File: config.mk
export PLATFORM = sky130hd
export DESIGN_NAME = cuil_dev_flat
export DESIGN_NICKNAME = d
export VERILOG_FILES = /design/src/cuil_pkg.sv /design/src/cuil_if.sv /design/src/cuil_dev.sv /design/src/flat_wrapper.sv
export SDC_FILE = /design/constraint.sdc
export NUM_CORES = 1
export LEC_CHECK = 0
export ABC_AREA = 1
export BUFFER_PORTS_ARGS = -buffer_cell sky130_fd_sc_hd__buf_2
export CAP_MARGIN = 20
export CORE_MARGIN = 8
export CORE_UTILIZATION = 65
export CTS_CLUSTER_DIAMETER = 200
export DETAILED_ROUTE_END_ITERATION = 6
export PLACE_DENSITY_LB_ADDON = 0.3
export SKIP_CTS_REPAIR_TIMING = 1
export SYNTH_ARGS = -nofsm -noshare
export SYNTH_HDL_FRONTEND = slang
export SYNTH_SLANG_ARGS = --single-unit
File: constraint.sdc
create_clock -name SYS_CLK -period 3.42 [get_ports SYS_CLK]
set_input_delay 0.171 -clock SYS_CLK [delete_from_list [all_inputs] [get_ports SYS_CLK]]
set_output_delay 0.171 -clock SYS_CLK [all_outputs]
set_load 0.01 [all_outputs]
File: src/cuil_pkg.sv
// Shared constants for the charge unit interrupt latch and its host end
package cuil_pkg;
  localparam int CLK_PERIOD_NS = 100;
  // Times in their own unit, cycle counts derived (least times round up)
  localparam int CLR_MIN_NS = 20_000;
  localparam int INT_HOLD_NS = 1_000;
  localparam int INIT_MIN_NS = 5_000_000;
  localparam int CLR_MIN_CYC = (CLR_MIN_NS + CLK_PERIOD_NS - 1) / CLK_PERIOD_NS;
  localparam int INT_HOLD_CYC = (INT_HOLD_NS + CLK_PERIOD_NS - 1) / CLK_PERIOD_NS;
  localparam int INIT_CYC = (INIT_MIN_NS + CLK_PERIOD_NS - 1) / CLK_PERIOD_NS;
  // Reversals per charge unit and reversals needed to show a direction change
  localparam int UNIT_REVERSALS = 1024;
  localparam int POL_REVERSALS = 2;
  localparam int CNT_W = $clog2(UNIT_REVERSALS);
  // Pin and direction encodings
  localparam logic PIN_LOW = 1'h0;
  localparam logic PIN_HIGH = 1'h1;
  localparam logic OE_DRIVE = 1'h0;
  localparam logic OE_RELEASE = 1'h1;
  localparam logic DIR_INTO_BATT = 1'h1;
  localparam logic DIR_OUT_BATT = 1'h0;
  typedef enum {HS_IDLE, HS_CLEAR, HS_WAIT_HIGH} cuil_host_state_t;
endpackage

File: src/cuil_if.sv
// Pin-level link between the charge counter device and its host
`timescale 1ns/1ps
interface cuil_if;
  import cuil_pkg::*;
  logic int_o;
  logic int_oe_n;
  logic pol_o;
  logic pol_oe_n;
  logic int_n;
  logic charge_direction;
  logic irq_clear_n;
  logic power_down_n;
  // External pull-ups: a released open-drain line reads high
  assign int_n = (int_oe_n == OE_DRIVE) ? int_o : PIN_HIGH;
  assign charge_direction = (pol_oe_n == OE_DRIVE) ? pol_o : PIN_HIGH;
  modport dev (output int_o, output int_oe_n, output pol_o, output pol_oe_n,
               input irq_clear_n, input power_down_n);
  modport host (input int_n, input charge_direction,
                output irq_clear_n, output power_down_n);
endinterface

File: src/cuil_dev.sv
// Device end: reversal counter, interrupt and polarity latches, open-drain pins
`timescale 1ns/1ps
module cuil_dev #(
  parameter int REV_PER_UNIT = cuil_pkg::UNIT_REVERSALS,
  parameter int INIT_CYCLES = cuil_pkg::INIT_CYC,
  parameter int CLR_CYCLES = cuil_pkg::CLR_MIN_CYC,
  parameter int HOLD_CYCLES = cuil_pkg::INT_HOLD_CYC
) (
  input wire logic SYS_CLK,
  input wire logic RST_B,
  cuil_if.dev LINK,
  input wire logic REV_STROBE,
  input wire logic REV_DIR,
  output logic COUNTING,
  output logic UNIT_LOST
);
  import cuil_pkg::*;

  localparam int RW = $clog2(REV_PER_UNIT);
  localparam int IW = $clog2(INIT_CYCLES + 1);
  localparam int CW = $clog2(CLR_CYCLES + 1);
  localparam int HW = $clog2(HOLD_CYCLES + 1);
  localparam logic [RW-1:0] REV_TOP = RW'(REV_PER_UNIT - 1);
  localparam logic [RW-1:0] REV_ZERO = '0;
  localparam logic [IW-1:0] INIT_LAST = IW'(INIT_CYCLES - 1);
  localparam logic [CW-1:0] CLR_LAST = CW'(CLR_CYCLES - 1);
  localparam logic [HW-1:0] HOLD_LAST = HW'(HOLD_CYCLES - 1);

  if (REV_PER_UNIT < 2 || (REV_PER_UNIT & (REV_PER_UNIT - 1)) != 0) begin : g_chk_rev
    $error("REV_PER_UNIT must be a power of two of at least 2");
  end
  if (INIT_CYCLES < 1 || CLR_CYCLES < 1 || HOLD_CYCLES < 1) begin : g_chk_cyc
    $error("Cycle counts must be at least one");
  end

  // Two-flop synchronisers; the first stage feeds only the second
  logic clr_meta_q;
  logic clr_sync_q;
  logic pd_meta_q;
  logic pd_sync_q;

  always_ff @(posedge SYS_CLK or negedge RST_B) begin
    if (!RST_B) begin
      clr_meta_q <= PIN_HIGH;
      clr_sync_q <= PIN_HIGH;
      pd_meta_q <= PIN_LOW;
      pd_sync_q <= PIN_LOW;
    end else begin
      clr_meta_q <= LINK.irq_clear_n;
      clr_sync_q <= clr_meta_q;
      pd_meta_q <= LINK.power_down_n;
      pd_sync_q <= pd_meta_q;
    end
  end

  wire shut = (pd_sync_q == PIN_LOW);
  wire clr_low = (clr_sync_q == PIN_LOW);

  // Initialisation interval after reset or leaving shutdown
  logic [IW-1:0] init_cnt_q;
  logic ready_q;
  wire init_done = (init_cnt_q == INIT_LAST);

  always_ff @(posedge SYS_CLK or negedge RST_B) begin
    if (!RST_B) begin
      init_cnt_q <= '0;
      ready_q <= 1'h0;
    end else if (shut) begin
      init_cnt_q <= '0;
      ready_q <= 1'h0;
    end else if (!ready_q) begin
      init_cnt_q <= init_done ? init_cnt_q : init_cnt_q + IW'(1);
      ready_q <= init_done;
    end
  end

  // Reversal counter: runs regardless of latch and clear state
  logic [RW-1:0] rev_cnt_q;
  wire step = ready_q && REV_STROBE;
  wire step_up = (REV_DIR == DIR_INTO_BATT);
  wire wrap_up = step && step_up && (rev_cnt_q == REV_TOP);
  wire wrap_dn = step && !step_up && (rev_cnt_q == REV_ZERO);
  wire unit_done = wrap_up || wrap_dn;
  wire [RW-1:0] rev_next = step_up ? rev_cnt_q + RW'(1) : rev_cnt_q - RW'(1);

  always_ff @(posedge SYS_CLK or negedge RST_B) begin
    if (!RST_B) begin
      rev_cnt_q <= '0;
    end else if (shut) begin
      rev_cnt_q <= '0;
    end else if (step) begin
      rev_cnt_q <= rev_next;
    end
  end

  // Live direction needs a run of reversals in the new direction
  logic live_dir_q;
  logic cand_dir_q;
  logic [1:0] run_q;
  wire new_dir = step && (REV_DIR != live_dir_q);
  wire same_run = (REV_DIR == cand_dir_q) && (run_q != 2'h0);
  wire [1:0] run_next = same_run ? run_q + 2'h1 : 2'h1;
  wire dir_flip = new_dir && (run_next == 2'(POL_REVERSALS));

  always_ff @(posedge SYS_CLK or negedge RST_B) begin
    if (!RST_B) begin
      live_dir_q <= DIR_OUT_BATT;
      cand_dir_q <= DIR_OUT_BATT;
      run_q <= 2'h0;
    end else if (shut) begin
      live_dir_q <= DIR_OUT_BATT;
      cand_dir_q <= DIR_OUT_BATT;
      run_q <= 2'h0;
    end else if (step) begin
      cand_dir_q <= REV_DIR;
      run_q <= (!new_dir || dir_flip) ? 2'h0 : run_next;
      if (dir_flip) begin
        live_dir_q <= REV_DIR;
      end
    end
  end

  // Clear width and minimum interrupt low time
  logic [CW-1:0] clr_cnt_q;
  logic [HW-1:0] hold_cnt_q;
  logic int_pend_q;
  logic pol_lat_q;
  wire clr_long = clr_low && (clr_cnt_q == CLR_LAST);
  wire hold_ok = !int_pend_q || (hold_cnt_q == HOLD_LAST);
  wire clr_fire = clr_long && hold_ok;

  always_ff @(posedge SYS_CLK or negedge RST_B) begin
    if (!RST_B) begin
      clr_cnt_q <= '0;
    end else if (!clr_low || shut) begin
      clr_cnt_q <= '0;
    end else if (!clr_long) begin
      clr_cnt_q <= clr_cnt_q + CW'(1);
    end
  end

  always_ff @(posedge SYS_CLK or negedge RST_B) begin
    if (!RST_B) begin
      hold_cnt_q <= '0;
    end else if (!int_pend_q || unit_done) begin
      hold_cnt_q <= '0;
    end else if (hold_cnt_q != HOLD_LAST) begin
      hold_cnt_q <= hold_cnt_q + HW'(1);
    end
  end

  // Latches: a new unit wins over a clear in the same cycle
  always_ff @(posedge SYS_CLK or negedge RST_B) begin
    if (!RST_B) begin
      int_pend_q <= 1'h0;
      pol_lat_q <= DIR_OUT_BATT;
    end else if (shut) begin
      int_pend_q <= 1'h0;
      pol_lat_q <= DIR_OUT_BATT;
    end else if (unit_done && !int_pend_q) begin
      int_pend_q <= 1'h1;
      pol_lat_q <= wrap_up ? DIR_INTO_BATT : DIR_OUT_BATT;
    end else if (unit_done && clr_fire) begin
      pol_lat_q <= wrap_up ? DIR_INTO_BATT : DIR_OUT_BATT;
    end else if (clr_fire) begin
      int_pend_q <= 1'h0;
    end
  end

  // A unit finishing while one is still pending and no clear fires is dropped and flagged
  always_ff @(posedge SYS_CLK or negedge RST_B) begin
    if (!RST_B) begin
      UNIT_LOST <= 1'h0;
    end else begin
      UNIT_LOST <= unit_done && int_pend_q && !clr_fire;
    end
  end

  // Open-drain pins: value is always low, only the enable moves
  wire pol_level = int_pend_q ? pol_lat_q : live_dir_q;
  logic int_oe_n_q;
  logic pol_oe_n_q;

  always_ff @(posedge SYS_CLK or negedge RST_B) begin
    if (!RST_B) begin
      int_oe_n_q <= OE_RELEASE;
      pol_oe_n_q <= OE_RELEASE;
    end else if (shut || !ready_q) begin
      int_oe_n_q <= OE_RELEASE;
      pol_oe_n_q <= OE_RELEASE;
    end else begin
      int_oe_n_q <= int_pend_q ? OE_DRIVE : OE_RELEASE;
      pol_oe_n_q <= (pol_level == DIR_INTO_BATT) ? OE_RELEASE : OE_DRIVE;
    end
  end

  assign LINK.int_o = PIN_LOW;
  assign LINK.pol_o = PIN_LOW;
  assign LINK.int_oe_n = int_oe_n_q;
  assign LINK.pol_oe_n = pol_oe_n_q;
  assign COUNTING = ready_q;
endmodule

File: src/flat_wrapper.sv
// flat-port wrapper written by rule: the top's interface ports become plain ports
module cuil_dev_flat import cuil_pkg::*;
#(
  parameter int REV_PER_UNIT = cuil_pkg::UNIT_REVERSALS,
  parameter int INIT_CYCLES = cuil_pkg::INIT_CYC,
  parameter int CLR_CYCLES = cuil_pkg::CLR_MIN_CYC,
  parameter int HOLD_CYCLES = cuil_pkg::INT_HOLD_CYC
)
  (SYS_CLK, RST_B, REV_STROBE, REV_DIR, COUNTING, UNIT_LOST, LINK_int_o, LINK_int_oe_n, LINK_pol_o, LINK_pol_oe_n, LINK_irq_clear_n, LINK_power_down_n);
  cuil_if LINK_i ();
  input wire logic SYS_CLK;
  input wire logic RST_B;
  input wire logic REV_STROBE;
  input wire logic REV_DIR;
  output logic COUNTING;
  output logic UNIT_LOST;
  output wire logic [$bits(LINK_i.int_o)-1:0] LINK_int_o;
  output wire logic [$bits(LINK_i.int_oe_n)-1:0] LINK_int_oe_n;
  output wire logic [$bits(LINK_i.pol_o)-1:0] LINK_pol_o;
  output wire logic [$bits(LINK_i.pol_oe_n)-1:0] LINK_pol_oe_n;
  input wire logic [$bits(LINK_i.irq_clear_n)-1:0] LINK_irq_clear_n;
  input wire logic [$bits(LINK_i.power_down_n)-1:0] LINK_power_down_n;
  assign LINK_int_o = LINK_i.int_o;
  assign LINK_int_oe_n = LINK_i.int_oe_n;
  assign LINK_pol_o = LINK_i.pol_o;
  assign LINK_pol_oe_n = LINK_i.pol_oe_n;
  assign LINK_i.irq_clear_n = LINK_irq_clear_n;
  assign LINK_i.power_down_n = LINK_power_down_n;
  cuil_dev #(.REV_PER_UNIT(REV_PER_UNIT), .INIT_CYCLES(INIT_CYCLES), .CLR_CYCLES(CLR_CYCLES), .HOLD_CYCLES(HOLD_CYCLES)) u_core (.SYS_CLK(SYS_CLK), .RST_B(RST_B), .LINK(LINK_i), .REV_STROBE(REV_STROBE), .REV_DIR(REV_DIR), .COUNTING(COUNTING), .UNIT_LOST(UNIT_LOST));
endmodule
==> results.md, run 1 <==
Power and ir drop:
- The clock network is responsible for 34.0% of the overall power.
- The peak ir drop on the vdd network is 0.194 mV.
- The internal power summed over all cells is 786 uW.
- The logic gate share of total power is 6.0%.
- In this run the power density over the cells is 316 nW/um2.
- In this run the static leakage power is 1.55 nW.
- For this design the total switching power over the nets is 259 uW.
- Of the total power, the share spent switching nets is 24.8%.
- The share of power burned in registers is 60.0%.

Routing:
- For this run, design rule violations remaining after detail routing come to 0.
- Wires add up to 6290 um.
- After detailed routing, the average wire length per cell comes to 13.1 um.
- Dividing the detail-routed via count by the number of cells gives 5.58.
- The detailed router finished its first iteration with 214 violations.
- The via count is 2,688.
- The count of TritonRoute iterations in the first routing pass is 4.
- The post-detailed-route count of antenna-violating nets is 0.

Critical path:
- In this design, the largest share of critical-path delay is due to buffers and inverters.
- The signal on the critical path passes through buf_4 -> clkinv_1 -> nor2_2 -> inv_1 -> nor2_1 -> nand2_1 -> o22ai_1.
- The kind of start point of the critical path is a flip-flop.
- Data on the critical path is required at its endpoint by 3.65 ns.
- On the worst path, the slowest cell contributes a delay of 0.41 ns.
- The worst setup path is captured at a flip-flop.
- The setup slack on the worst flop-to-flop path is 1.57 ns.
- The highest-delay cell along the critical path is nor2_2.
- The type of the worst setup path is reg -> reg.
- The number of buffers and inverters on the critical path is 3.
- The largest fanout on the critical path is 20.
- STA puts the critical path data arrival time at 2.09 ns.

Logic synthesis:
- Yosys mapped the design onto 37 distinct sky130hd cell types.
- The synthesized instance count is 411.
- The portion of synthesized area spent on multiplexers is 0%.
- Yosys mapped a number of flops with a built-in enable equal to 0.
- The sequential share of the synthesized area is 42.1%.
- The mean post-synth cell area is 7.56 um2.
- The synthesized-area fraction occupied by adder cells is 5.88%.
- During synthesis, Yosys emitted a total of 0 warnings.
- The share of the synthesized area in the top cell type is 38.7%.
- The commonest cells after synthesis are 122 x nand2_1, 51 x nor2_1, 48 x dfrtp_1.
- The flop and latch count out of synthesis is 52.
- The xor-xnor portion of the synthesized cell area is 2.82%.
- The library cell with the highest instance count after synthesis is nand2_1.
- By area, the combinational part of the netlist is dominated by simple AND/OR/NAND/NOR gates.
- The synthesized netlist devotes 9.43% of its cell area to compound gates.
- Yosys attributes the largest share of cell area to dfrtp_1 39%, nand2_1 15%, nor2_1 6.2%, nand3_1 6.1%, ha_1 5.2%.
- The synthesized design spends more area on one cell type than any other, namely dfrtp_1.
- In the synthesized netlist the dominant register cell turns out to be dfrtp_1.
- Summing the areas of all and, or, nand and nor instances in the mapped netlist gives 33.6% of the synthesized area.
- Of all flip-flops after synthesis, the portion carrying an async set or reset was 100%.
- Summing every instance area after synthesis gives 3110 um2.

Clock tree:
- TritonCTS built the clock tree.
- Clock latency on the worst-skew pair, taken at its later pin, is 0.31 ns.
- The CTS root buffer is clkbuf_8.
- The number of levels in the clock H-tree is 2.
- The clock passes through at most 2 buffers.
- The clock-pin slew reported for the worst setup and hold paths after clock tree synthesis is 0.10 ns.
- The number of clock buffers added by TritonCTS is 5.
- The clock net sink count is 52.

Cells and area:
- The fill cell total of the finished layout is 386.
- The number of nets at the end of the flow is 447.
- The growth of design area from synthesis to finish is 6.57%.
- The finished cells cover 3310 um2.
- The repair_antennas step left the layout with diodes totalling 0.
- The post-route netlist has 9.58% of its cells at a drive strength greater than 1.
- Cells fill 71.0% of the core in the end.

GRT:
- Entering global routing, the biggest net connects 34 pins.
- The number of antenna violations at the first check in global routing came to 0.
- Summed over all layers, the global routing overflow is 0.
- The overall fraction of global-route tracks in use is 18.8%.
- The wire length of the first global-routing pass is 11,300 um.
- The via count of the first global-routing pass came to 2,595.

Placed design:
- At the end of routability-driven placement, the weighted congestion stood at 0.923.
- The placed instance area is 3190 um2.
- The placed wire-length estimate after detailed placement is 4630 um.
- The count of buffers added on input and output ports is 9.

Timing:
- The final count of hold timing violations was 0.
- Based on the critical path, the design can be clocked at up to 539 MHz.
- For the pin with the worst max-slew slack, the measured transition is 0.498 ns.
- The clock arrives with 0.00495 ns of skew.
- Setup total negative slack on the finished layout was measured at 0 ns.
- Measured against its own limit, the worst slew margin works out to 66.4%.
- Hold timing on the final database bottoms out at a slack of 0.225 ns.
- Subtracting the final worst setup slack from the clock period gives 1.85 ns.
- The ratio of final minimum period to clock period is 54.2%.
- The number of max-slew violations in the final report was 0.
- The final number of setup-violating endpoints is 0.
- Setup repair after global routing left no endpoint under its margin.

Outcome:
- The run finished with clean final reports.

Die:
- Measured along the y axis, the die boundary spans 85.1 um.
- The initialized floorplan defines 25 standard-cell rows.
- The total core area is 4660 um2.
- The area enclosed by the die boundary is 7250 um2.
- For this design the top-level I/O count stands at 12.
- The starting utilization of the core area is 66.6%.
- From left edge to right edge, the die measures 85.1 um.

Worst hold path:
- The worst hold-check path type is in -> reg.

Job:
- Across the run, the number of max-cap violations was 0.
[stage by stage]
stage	cells	power [mW]	setup slack [ns]
finish	482	1.05	1.57
floorplan	412	0.674	1.89
detailed placement	471	0.700	1.60
global placement	471	0.698	1.62
CTS	479	1.05	1.60
global route	482	1.09	1.40
[registers in the layout, summed over array words and instances (netlist names)]
register / count
u_core.COUNTING: 1
u_core.run_q: 2
u_core.LINK.pol_oe_n: 1
u_core.UNIT_LOST: 1
u_core.hold_cnt_q: 4
u_core.clr_meta_q: 1
u_core.pd_sync_q: 1
u_core.rev_cnt_q: 10
u_core.live_dir_q: 1
u_core.clr_sync_q: 1
u_core.clr_cnt_q: 8
u_core.LINK.int_oe_n: 1
u_core.pd_meta_q: 1
u_core.cand_dir_q: 1
u_core.init_cnt_q: 16
u_core.pol_lat_q: 1
u_core.int_pend_q: 1
[per-layer routing]
| layer | track usage (%) | wire [um] |
|---|---|---|
| met3 | 2.70 | 223 |
| met5 | 0 | 0 |
| met1 | 24.3 | 3040 |
| met4 | 8.25 | 115 |
| met2 | 30.5 | 2910 |
[worst register-to-register path, stage by stage (launching register included)]
cell and delay [ns]:
dfrtp_1 0.34, buf_4 0.25, clkinv_1 0.30, nor2_2 0.41, inv_1 0.17, nor2_1 0.13
nand2_1 0.08, o22ai_1 0.10
[placed cells by master, fill, tap and decap left out, types with 4 or more instances in the layout]
cell type	netlist	routed
nand2_1	122	122
nor2_1	51	51
dfrtp_1	48	48
nand3_1	38	38
inv_1	36	36
o21ai_0	18	18
a21oi_1	13	13
ha_1	13	13
nand4_1	10	10
buf_2	1	9
o21ai_2	7	7
xor2_1	7	7
nor3_1	6	6
clkbuf_8	0	5
o22ai_1	4	4
dfstp_2	4	4
[path summary, 6_finish.rpt]
path                                    from              endpoint  cells past startpoint
max in group asynchronous              RST_B  u_core.LINK.int_oe_n                      3
min                                  REV_DIR     u_core.cand_dir_q                      3
max reg2reg                 u_core.pd_sync_q       u_core.run_q[1]                      7
min reg2reg                u_core.clr_meta_q     u_core.clr_sync_q                      0
max                         u_core.pd_sync_q       u_core.run_q[1]                      7
min in group asynchronous              RST_B   u_core.rev_cnt_q[4]                      2
[final cells by class]
type	instances	area [um2]	area share [%]
clock buffers	5	68.8	2.08
repair buffers	14	90.1	2.72
clock inverters	3	23.8	0.718
flip-flops and latches	52	1310	39.5
multi-input cells	317	1610	48.8
well taps	54	67.6	2.04
inverters	37	139	4.20
[logic make-up (layout without fill, tap and decap cells)]
logic type      after synthesis  in the layout
flops                        52             52
simple gates                242            242
buf+inv                      43             59
other cells                   1              2
fa+ha+maj                    14             14
xor+xnor                     10             10
compound gates               49             49
[power by group through the flow]
stage | sequential (mW) | clock (mW) | combinational (mW)
final | 0.627 | 0.355 | 0.0628
after global routing | 0.628 | 0.390 | 0.0732
after CTS | 0.627 | 0.366 | 0.0610
after detailed placement | 0.639 | 0 | 0.0609
after global placement | 0.638 | 0 | 0.0593
after floorplan | 0.638 | 0 | 0.0368
(Power assumes the default switching activity.)
==> inputs of run 2 (changes only) <==
Settings changed: ABC_AREA 1 to 0, CORE_UTILIZATION 65 to 55.
Clock period 3.42 ns to 1.65 ns, I/O delays scaled along.
==> results.md, run 2 <==
Outcome:
- The run finished, with violations left.
- The final reports fail on setup timing.

Routing:
- The via count is 2,568 (-4.5%).
- The mean number of vias per cell is 5.88 (+5.4%).
- The detail-routed net length per standard cell is 16.6 um (+27%).
- The number of DRC violations after detailed-routing iteration 0 was 185 (-14%).
- The DRC violation count after routing is 0 (unchanged).
- The count of TritonRoute iterations in the first routing pass was 4 (unchanged).
- The final wirelength was 7240 um (+15%).
- The post-detailed-route count of antenna-violating nets is 0 (unchanged).

Placed design:
- The number of cells in the design after placement is 412 (-13%).
- The placed wire-length estimate after detailed placement is 4510 um (-2.6%).
- The routability congestion estimate from global placement is 0.850 (-8.0%).
- The setup slack at placement was -0.115 ns (-1.72 ns).
- The port buffer count came to 9 (unchanged).
- The placed instance area is 3410 um2 (+6.9%).

Die:
- The die height is 89.2 um (+4.8%).
- The number of placement rows was 26 (+4.0%).
- The number of top-level pins is 12 (unchanged).
- The area enclosed by the die boundary is 7950 um2 (+9.7%).
- The starting utilization of the core area is 57.3% (-9.4 points).
- The overall die width came to 89.2 um (+4.8%).
- The total core area is 5140 um2 (+10%).

Timing:
- The setup TNS after final layout came to -0.927 ns (-0.927 ns).
- The final count of hold timing violations is 0 (unchanged).
- The transition time at the pin with the least slew margin is 0.546 ns (+0.0477 ns).
- The final clock skew came to 0.00850 ns (+0.00354 ns).
- The worst slack on hold paths is 0.240 ns (+0.0145 ns).
- The top achievable clock speed is 548 MHz (+1.6%).
- The ratio of final minimum period to clock period came to 111% (+56 points).
- Setup repair after global routing could not meet its margin everywhere.
- The worst slew margin relative to its limit was 63.6% (-2.8 points).
- The time the final worst path needs with I/O delays and setup is 1.82 ns (-0.0296 ns).
- The number of max-slew violations in the final report is 0 (unchanged).
- The final number of setup-violating endpoints is 17 (+17).
- The worst setup slack after layout is -0.175 ns (-1.74 ns).

Clock tree:
- TritonCTS built the clock tree.
- The CTS root buffer is clkbuf_8.
- The TritonCTS buffer count was 5 (unchanged).
- The latest clock arrival within the worst-skew pair was 0.32 ns (about the same).
- The clock net sink count is 52 (unchanged).
- The clock-pin slew reported for the worst setup and hold paths after clock tree synthesis is 0.10 ns (about the same).
- The number of buffers on the longest clock path is 2 (unchanged).
- The number of levels in the clock H-tree is 2 (unchanged).

Worst hold path:
- The source of the worst hold timing path is REV_DIR.
- The cell depth of the worst hold path came to 4 (+1).
- The min-delay analysis places its worst path in the category in -> reg.

Cells and area:
- Counting flops per register, the top entry is u_core.init_cnt_q.
- The antenna diode count came to 0 (unchanged).
- The post-route cell area was 3850 um2 (+16%).
- The number of flip-flops under the largest register name came to 16 (unchanged).
- The top cell types in the final layout, fill and taps aside, are 49 x buf_4, 42 x dfrtp_1, 28 x nand2_1.
- The post-layout instance count excluding filler cells is 437 (-9.3%).
- The largest registers in the layout are u_core.init_cnt_q: 16 flops, u_core.rev_cnt_q: 10 flops, u_core.clr_cnt_q: 8 flops.
- The number of nets at the end of the flow came to 386 (-14%).
- Leaving out fill and tap cells, the most frequent cell in the layout is buf_4.
- The share of final-layout standard cells stronger than drive strength 1 is 35.4% (+26 points).
- The growth of design area from synthesis to finish is 30.8%.

Critical path:
- Traced cell by cell, the critical path runs through ha_4 -> a21o_1 -> nand4_1 -> a211oi_2 -> o31a_2 -> nand4_1.
- The startpoint of the lowest-slack register-to-register path is u_core.rev_cnt_q[1].
- The critical path required time came to 1.85 ns (-1.80 ns).
- The largest stage delay on the critical path is 0.47 ns (+0.06 ns).
- The total buffers and inverters traversed by the critical path came to 0 (-3).
- The type of the worst setup path is reg -> reg.
- The beginning of the critical path is u_core.rev_cnt_q[1].
- STA classifies the critical path startpoint as a flip-flop.
- The highest-delay cell along the critical path is dfrtp_2.
- The worst setup path is captured at a flip-flop.
- The path length in cells of the critical path was 6 (-1).
- The critical path data arrival time was 2.03 ns (-0.06 ns).
- The depth of the most critical reg-to-reg path is 6 (-1).
- Among the stages of the critical path, the cell type that occurs most often is nand4_1.
- The cell type group with the largest total delay on the critical path is compound AO/OA/AOI/OAI gates.
- The largest fanout on the critical path is 5 (-75%).

Logic synthesis:
- The dominant synthesized flop cell is dfrtp_1.
- The post-synthesis async set-or-reset flop share is 100% (unchanged).
- Among all cell types in the netlist, the one instantiated most often is dfrtp_1.
- The share of the synthesized area in the top cell type is 40.8% (+2.1 points).
- The flop and latch count out of synthesis is 52 (unchanged).
- Of all cell types, the one taking the most synthesized area is dfrtp_1.
- The number of unique standard cell types used by synthesis is 56 (+51%).
- The sequential share of the synthesized area is 44.4% (+2.3 points).
- The synthesized instance count is 304 (-26%).
- The number of enable-type register cells in the synthesized netlist is 0 (unchanged).
- The yosys synthesis warning count is 0 (unchanged).
- In the synthesized netlist, the cells that appear most often are 48 x dfrtp_1, 32 x nand2_1, 18 x o21ai_0.
- By area the synthesized netlist is led by dfrtp_1 41%, ha_1 5.5%, nand2_1 4.1%, a21boi_0 3.6%, dfstp_2 3.6%.
- The mean post-synth cell area is 9.68 um2 (+28%).
- The cell area after technology mapping is 2940 um2 (-5.2%).

GRT:
- The via count of the first global-routing pass was 2,373 (-8.6%).
- The number of antenna violations at the first check in global routing is 0 (unchanged).
- The maximum number of pins on one net before global-route repair is 30 (-12%).
- The overall fraction of global-route tracks in use came to 17.1% (-1.7 points).
- The wire length of the first global-routing pass is 10,800 um (-4.3%).
- The remaining global-route overflow is 0 (unchanged).

Power and ir drop:
- The switching power of the nets is 576 uW (+120%).
- The internal power summed over all cells is 1.83 mW (+130%).
- The standby leakage power is 1.68 nW (+7.8%).
- The logic gate share of total power was 7.7% (+1.7 points).
- The peak ir drop on the vdd network is 0.524 mV (+170%).
- The share of power burned in registers is 54.1% (-5.9 points).
- The net switching fraction of the power is 23.9% (-0.90 points).
- The fraction of power consumed by the clock network was 38.2% (+4.2 points).
- The total power density per cell area is 625 nW/um2 (+98%).

Job:
- The number of max-cap violations was 0 (unchanged).
## run 2: metal layers
layer  track usage [%]  wire length, um  part of all wire [%]
met3              3.86              392                   5.4
met4              5.29              119                   1.6
met1              22.1             3120                    43
met2              27.7             3610                    50
met5                 0                0                     0
## run 2: final timing paths
path	endpoint	slack [ns]
worst max-delay path	u_core.rev_cnt_q[9]	-0.17
worst min-delay path	u_core.live_dir_q	0.24
worst max register to register	u_core.rev_cnt_q[9]	-0.17
worst min register to register	u_core.clr_sync_q	0.36
max in group asynchronous	u_core.rev_cnt_q[1]	0.81
min in group asynchronous	u_core.UNIT_LOST	0.27
## run 2: area by class of cell
cell class | count | area, um2
repair buffers | 67 | 519
clock inverters | 2 | 38.8
inverters | 10 | 40.0
fillers | 330 | 1290
well taps | 70 | 87.6
multi-input cells | 230 | 1780
clock buffers | 6 | 72.6
flip-flops and latches | 52 | 1310
## run 2: metrics by stage
stage	total power, mW	utilization (%)
final	2.41	74.9
after CTS	2.37	68.5
after global routing	2.48	74.9
after global placement	1.48	66.3
after floorplan	1.40	-
after detailed placement	1.48	66.3
## run 2: logic make-up (layout without fill, tap and decap cells)
| group | Yosys count | after routing | synth area share [%] |
|---|---|---|---|
| simple gates | 124 | 124 | 22.8 |
| compound gates | 67 | 67 | 16.1 |
| flops | 52 | 52 | 44.4 |
| buf+inv | 23 | 85 | 3.36 |
| xor+xnor | 18 | 18 | 5.36 |
| fa+ha+maj | 14 | 14 | 6.21 |
| mux | 5 | 5 | 1.70 |
| other cells | 1 | 2 | 0.127 |
## run 2: power groups by stage
stage / sequential [mW] / combinational (mW) / clock (mW)
final: 1.30 / 0.185 / 0.920
after global routing: 1.30 / 0.207 / 0.972
after CTS: 1.30 / 0.160 / 0.908
after detailed placement: 1.32 / 0.160 / 0
after global placement: 1.32 / 0.155 / 0
after floorplan: 1.32 / 0.0822 / 0
## run 2: worst min-delay path, delay by kind of cell
| family | cells | cell delay [ns] |
|---|---|---|
| buf+inv | 2 | 0.29 |
| compound gates | 1 | 0.07 |
| simple gates | 1 | 0.08 |
==> inputs of run 3 (changes only) <==
Settings changed: BUFFER_PORTS_ARGS -buffer_cell sky130_fd_sc_hd__buf_2 to -buffer_cell sky130_fd_sc_hd__clkbuf_2.
==> results.md, run 3 (synthesized netlist as in run 2, its figures left out) <==
GRT:
- The overall fraction of global-route tracks in use came to 16.7% (-0.36 points).
- The number of antenna violations at the first check in global routing was 0 (unchanged).
- The maximum number of pins on one net before global-route repair is 36 (+20%).
- The wire length of the first global-routing pass is 10,600 um (-1.9%).
- The remaining global-route overflow is 0 (unchanged).
- The via count of the first global-routing pass came to 2,431 (+2.4%).

Cells and area:
- The number of flip-flops under the largest register name is 16 (unchanged).
- Leaving out fill and tap cells, the most frequent cell in the layout is buf_4.
- The antenna diode count is 0 (unchanged).
- The number of nets at the end of the flow is 389 (+0.78%).
- In the layout the commonest cells are 52 x buf_4, 45 x dfrtp_1, 29 x nand2_1.
- The largest registers in the layout are u_core.init_cnt_q: 16 flops, u_core.rev_cnt_q: 10 flops, u_core.clr_cnt_q: 8 flops.
- u_core.init_cnt_q holds more flip-flops than any other register.
- The growth of design area from synthesis to finish is 30.3%.
- The share of final-layout standard cells stronger than drive strength 1 is 34.9% (-0.56 points).
- The post-route cell area is 3840 um2 (-0.36%).

Critical path:
- Traced cell by cell, the critical path runs through ha_4 -> and2_4 -> a311oi_4 -> a211oi_2 -> or4_1 -> nand4_1.
- The beginning of the critical path is u_core.rev_cnt_q[4].
- The highest-delay cell along the critical path is dfrtp_1.
- The setup path with the least slack is of type reg -> reg.
- The total buffers and inverters traversed by the critical path was 0 (unchanged).
- The critical path required time came to 1.90 ns (+0.05 ns).
- The kind of end point of the critical path is a flip-flop.
- The cell type group with the largest total delay on the critical path is simple AND/OR/NAND/NOR gates.
- The kind of start point of the critical path is a flip-flop.
- The critical path data arrival time is 2.08 ns (+0.05 ns).
- The startpoint of the lowest-slack register-to-register path is u_core.rev_cnt_q[4].
- The largest stage delay on the critical path was 0.43 ns (-0.04 ns).
- The largest fanout on the critical path is 3 (-2).

Die:
- The number of placement rows is 26 (unchanged).
- The area enclosed by the die boundary is 7950 um2 (unchanged).
- The starting utilization of the core area was 57.3% (unchanged).
- The total core area is 5140 um2 (unchanged).
- The die height is 89.2 um (unchanged).
- The number of top-level pins is 12 (unchanged).
- The overall die width came to 89.2 um (unchanged).

Timing:
- The final clock skew is 0.0108 ns (+0.00235 ns).
- The ratio of final minimum period to clock period is 111% (+0.58 points).
- The number of max-slew violations in the final report is 0 (unchanged).
- The time the final worst path needs with I/O delays and setup came to 1.83 ns (+0.00955 ns).
- The final number of setup-violating endpoints came to 19 (+2).
- The worst setup slack after layout is -0.185 ns (-0.00955 ns).
- Setup repair after global routing could not meet its margin everywhere.
- The top achievable clock speed is 545 MHz (-0.52%).
- The final count of hold timing violations came to 0 (unchanged).

Power and ir drop:
- The peak ir drop on the vdd network is 0.357 mV (-32%).
- The standby leakage power is 1.69 nW (+0.84%).
- The total power density per cell area is 586 nW/um2 (-6.3%).
- The power after layout is 2.25 mW (-6.7%).

Routing:
- The number of DRC violations after detailed-routing iteration 0 is 112 (-39%).
- The mean number of vias per cell is 5.67 (-3.6%).
- The via count is 2,493 (-2.9%).
- The final wirelength is 6680 um (-7.8%).
- The post-detailed-route count of antenna-violating nets is 0 (unchanged).
- The DRC violation count after routing is 0 (unchanged).
- The count of TritonRoute iterations in the first routing pass is 5 (+1).
- The detail-routed net length per standard cell came to 15.2 um (-8.4%).

Clock tree:
- The clock-pin slew reported for the worst setup and hold paths after clock tree synthesis is 0.11 ns (about the same).
- Clock tree synthesis selected as its root buffer the cell clkbuf_8.
- The TritonCTS buffer count is 5 (unchanged).
- The clock net sink count is 52 (unchanged).
- The latest clock arrival within the worst-skew pair was 0.32 ns (about the same).
- The clock tree from TritonCTS is done.
- The number of levels in the clock H-tree came to 2 (unchanged).
- The number of buffers on the longest clock path was 2 (unchanged).

Worst hold path:
- The worst hold-check path type is in -> async.

Placed design:
- The placed wire-length estimate after detailed placement was 4400 um (-2.4%).
- The routability congestion estimate from global placement is 0.796 (-6.3%).
- The setup slack at placement is -0.110 ns (+0.00542 ns).
- The placed instance area is 3440 um2 (+0.88%).
- The port buffer count is 9 (unchanged).

Job:
- The number of max-cap violations was 0 (unchanged).

Outcome:
- The flow ran to the end, but the final reports show violations.
- The final reports fail on setup timing.
-- run 3: layout make-up --
cell class / count / area [um2]
Clock buffer: 5 / 68.8
Sequential cell: 52 / 1310
Clock inverter: 3 / 27.5
Inverter: 10 / 40.0
Tap cell: 70 / 87.6
Multi-Input combinational cell: 230 / 1760
Timing Repair Buffer: 70 / 542
Fill cell: 378 / 1300
-- run 3: worst paths after layout --
path	end	slack, ns	depth (start not counted)
max	u_core.rev_cnt_q[9]	-0.18	6
min	u_core.hold_cnt_q[3]	0.23	2
max reg2reg	u_core.rev_cnt_q[9]	-0.18	6
min reg2reg	u_core.clr_sync_q	0.36	0
max in group asynchronous	u_core.clr_meta_q	0.81	3
min in group SYS_CLK	u_core.live_dir_q	0.24	4
-- run 3: power by group --
group	switching (mW)	total (mW)	internal, mW
logic	0.0976	0.176	0.0782
registers	0.0112	1.30	1.29
clock network	0.459	0.771	0.312
-- run 3: per-layer routing --
layer	up-vias	share of wire (%)	track usage [%]	wire [um]
met5	-	0	0	0
met4	0	0.97	4.83	65
met3	6	2.9	2.76	194
met2	29	51	29.8	3410
met1	1233	45	20.2	3010
li1	1225	-	-	-
-- run 3: per-stage QoR --
stage          utilization, %  hold slack, ns  TNS, ns  cells
2_1_floorplan               -          -0.213   -0.146    305
3_3_place_gp             66.9          0.0465   -0.424    416
3_5_place_dp             66.9          0.0454   -0.694    416
4_1_cts                  68.7          -0.294    -1.27    424
5_1_grt                  74.6           0.254    -3.06    440
6_report                 74.6           0.228    -1.10    440
-- run 3: worst reg2reg max path: stages, from the launching register on --
cell and delay, ns:
dfrtp_1 0.43, ha_4 0.27, and2_4 0.15, a311oi_4 0.25, a211oi_2 0.14, or4_1 0.42
nand4_1 0.10
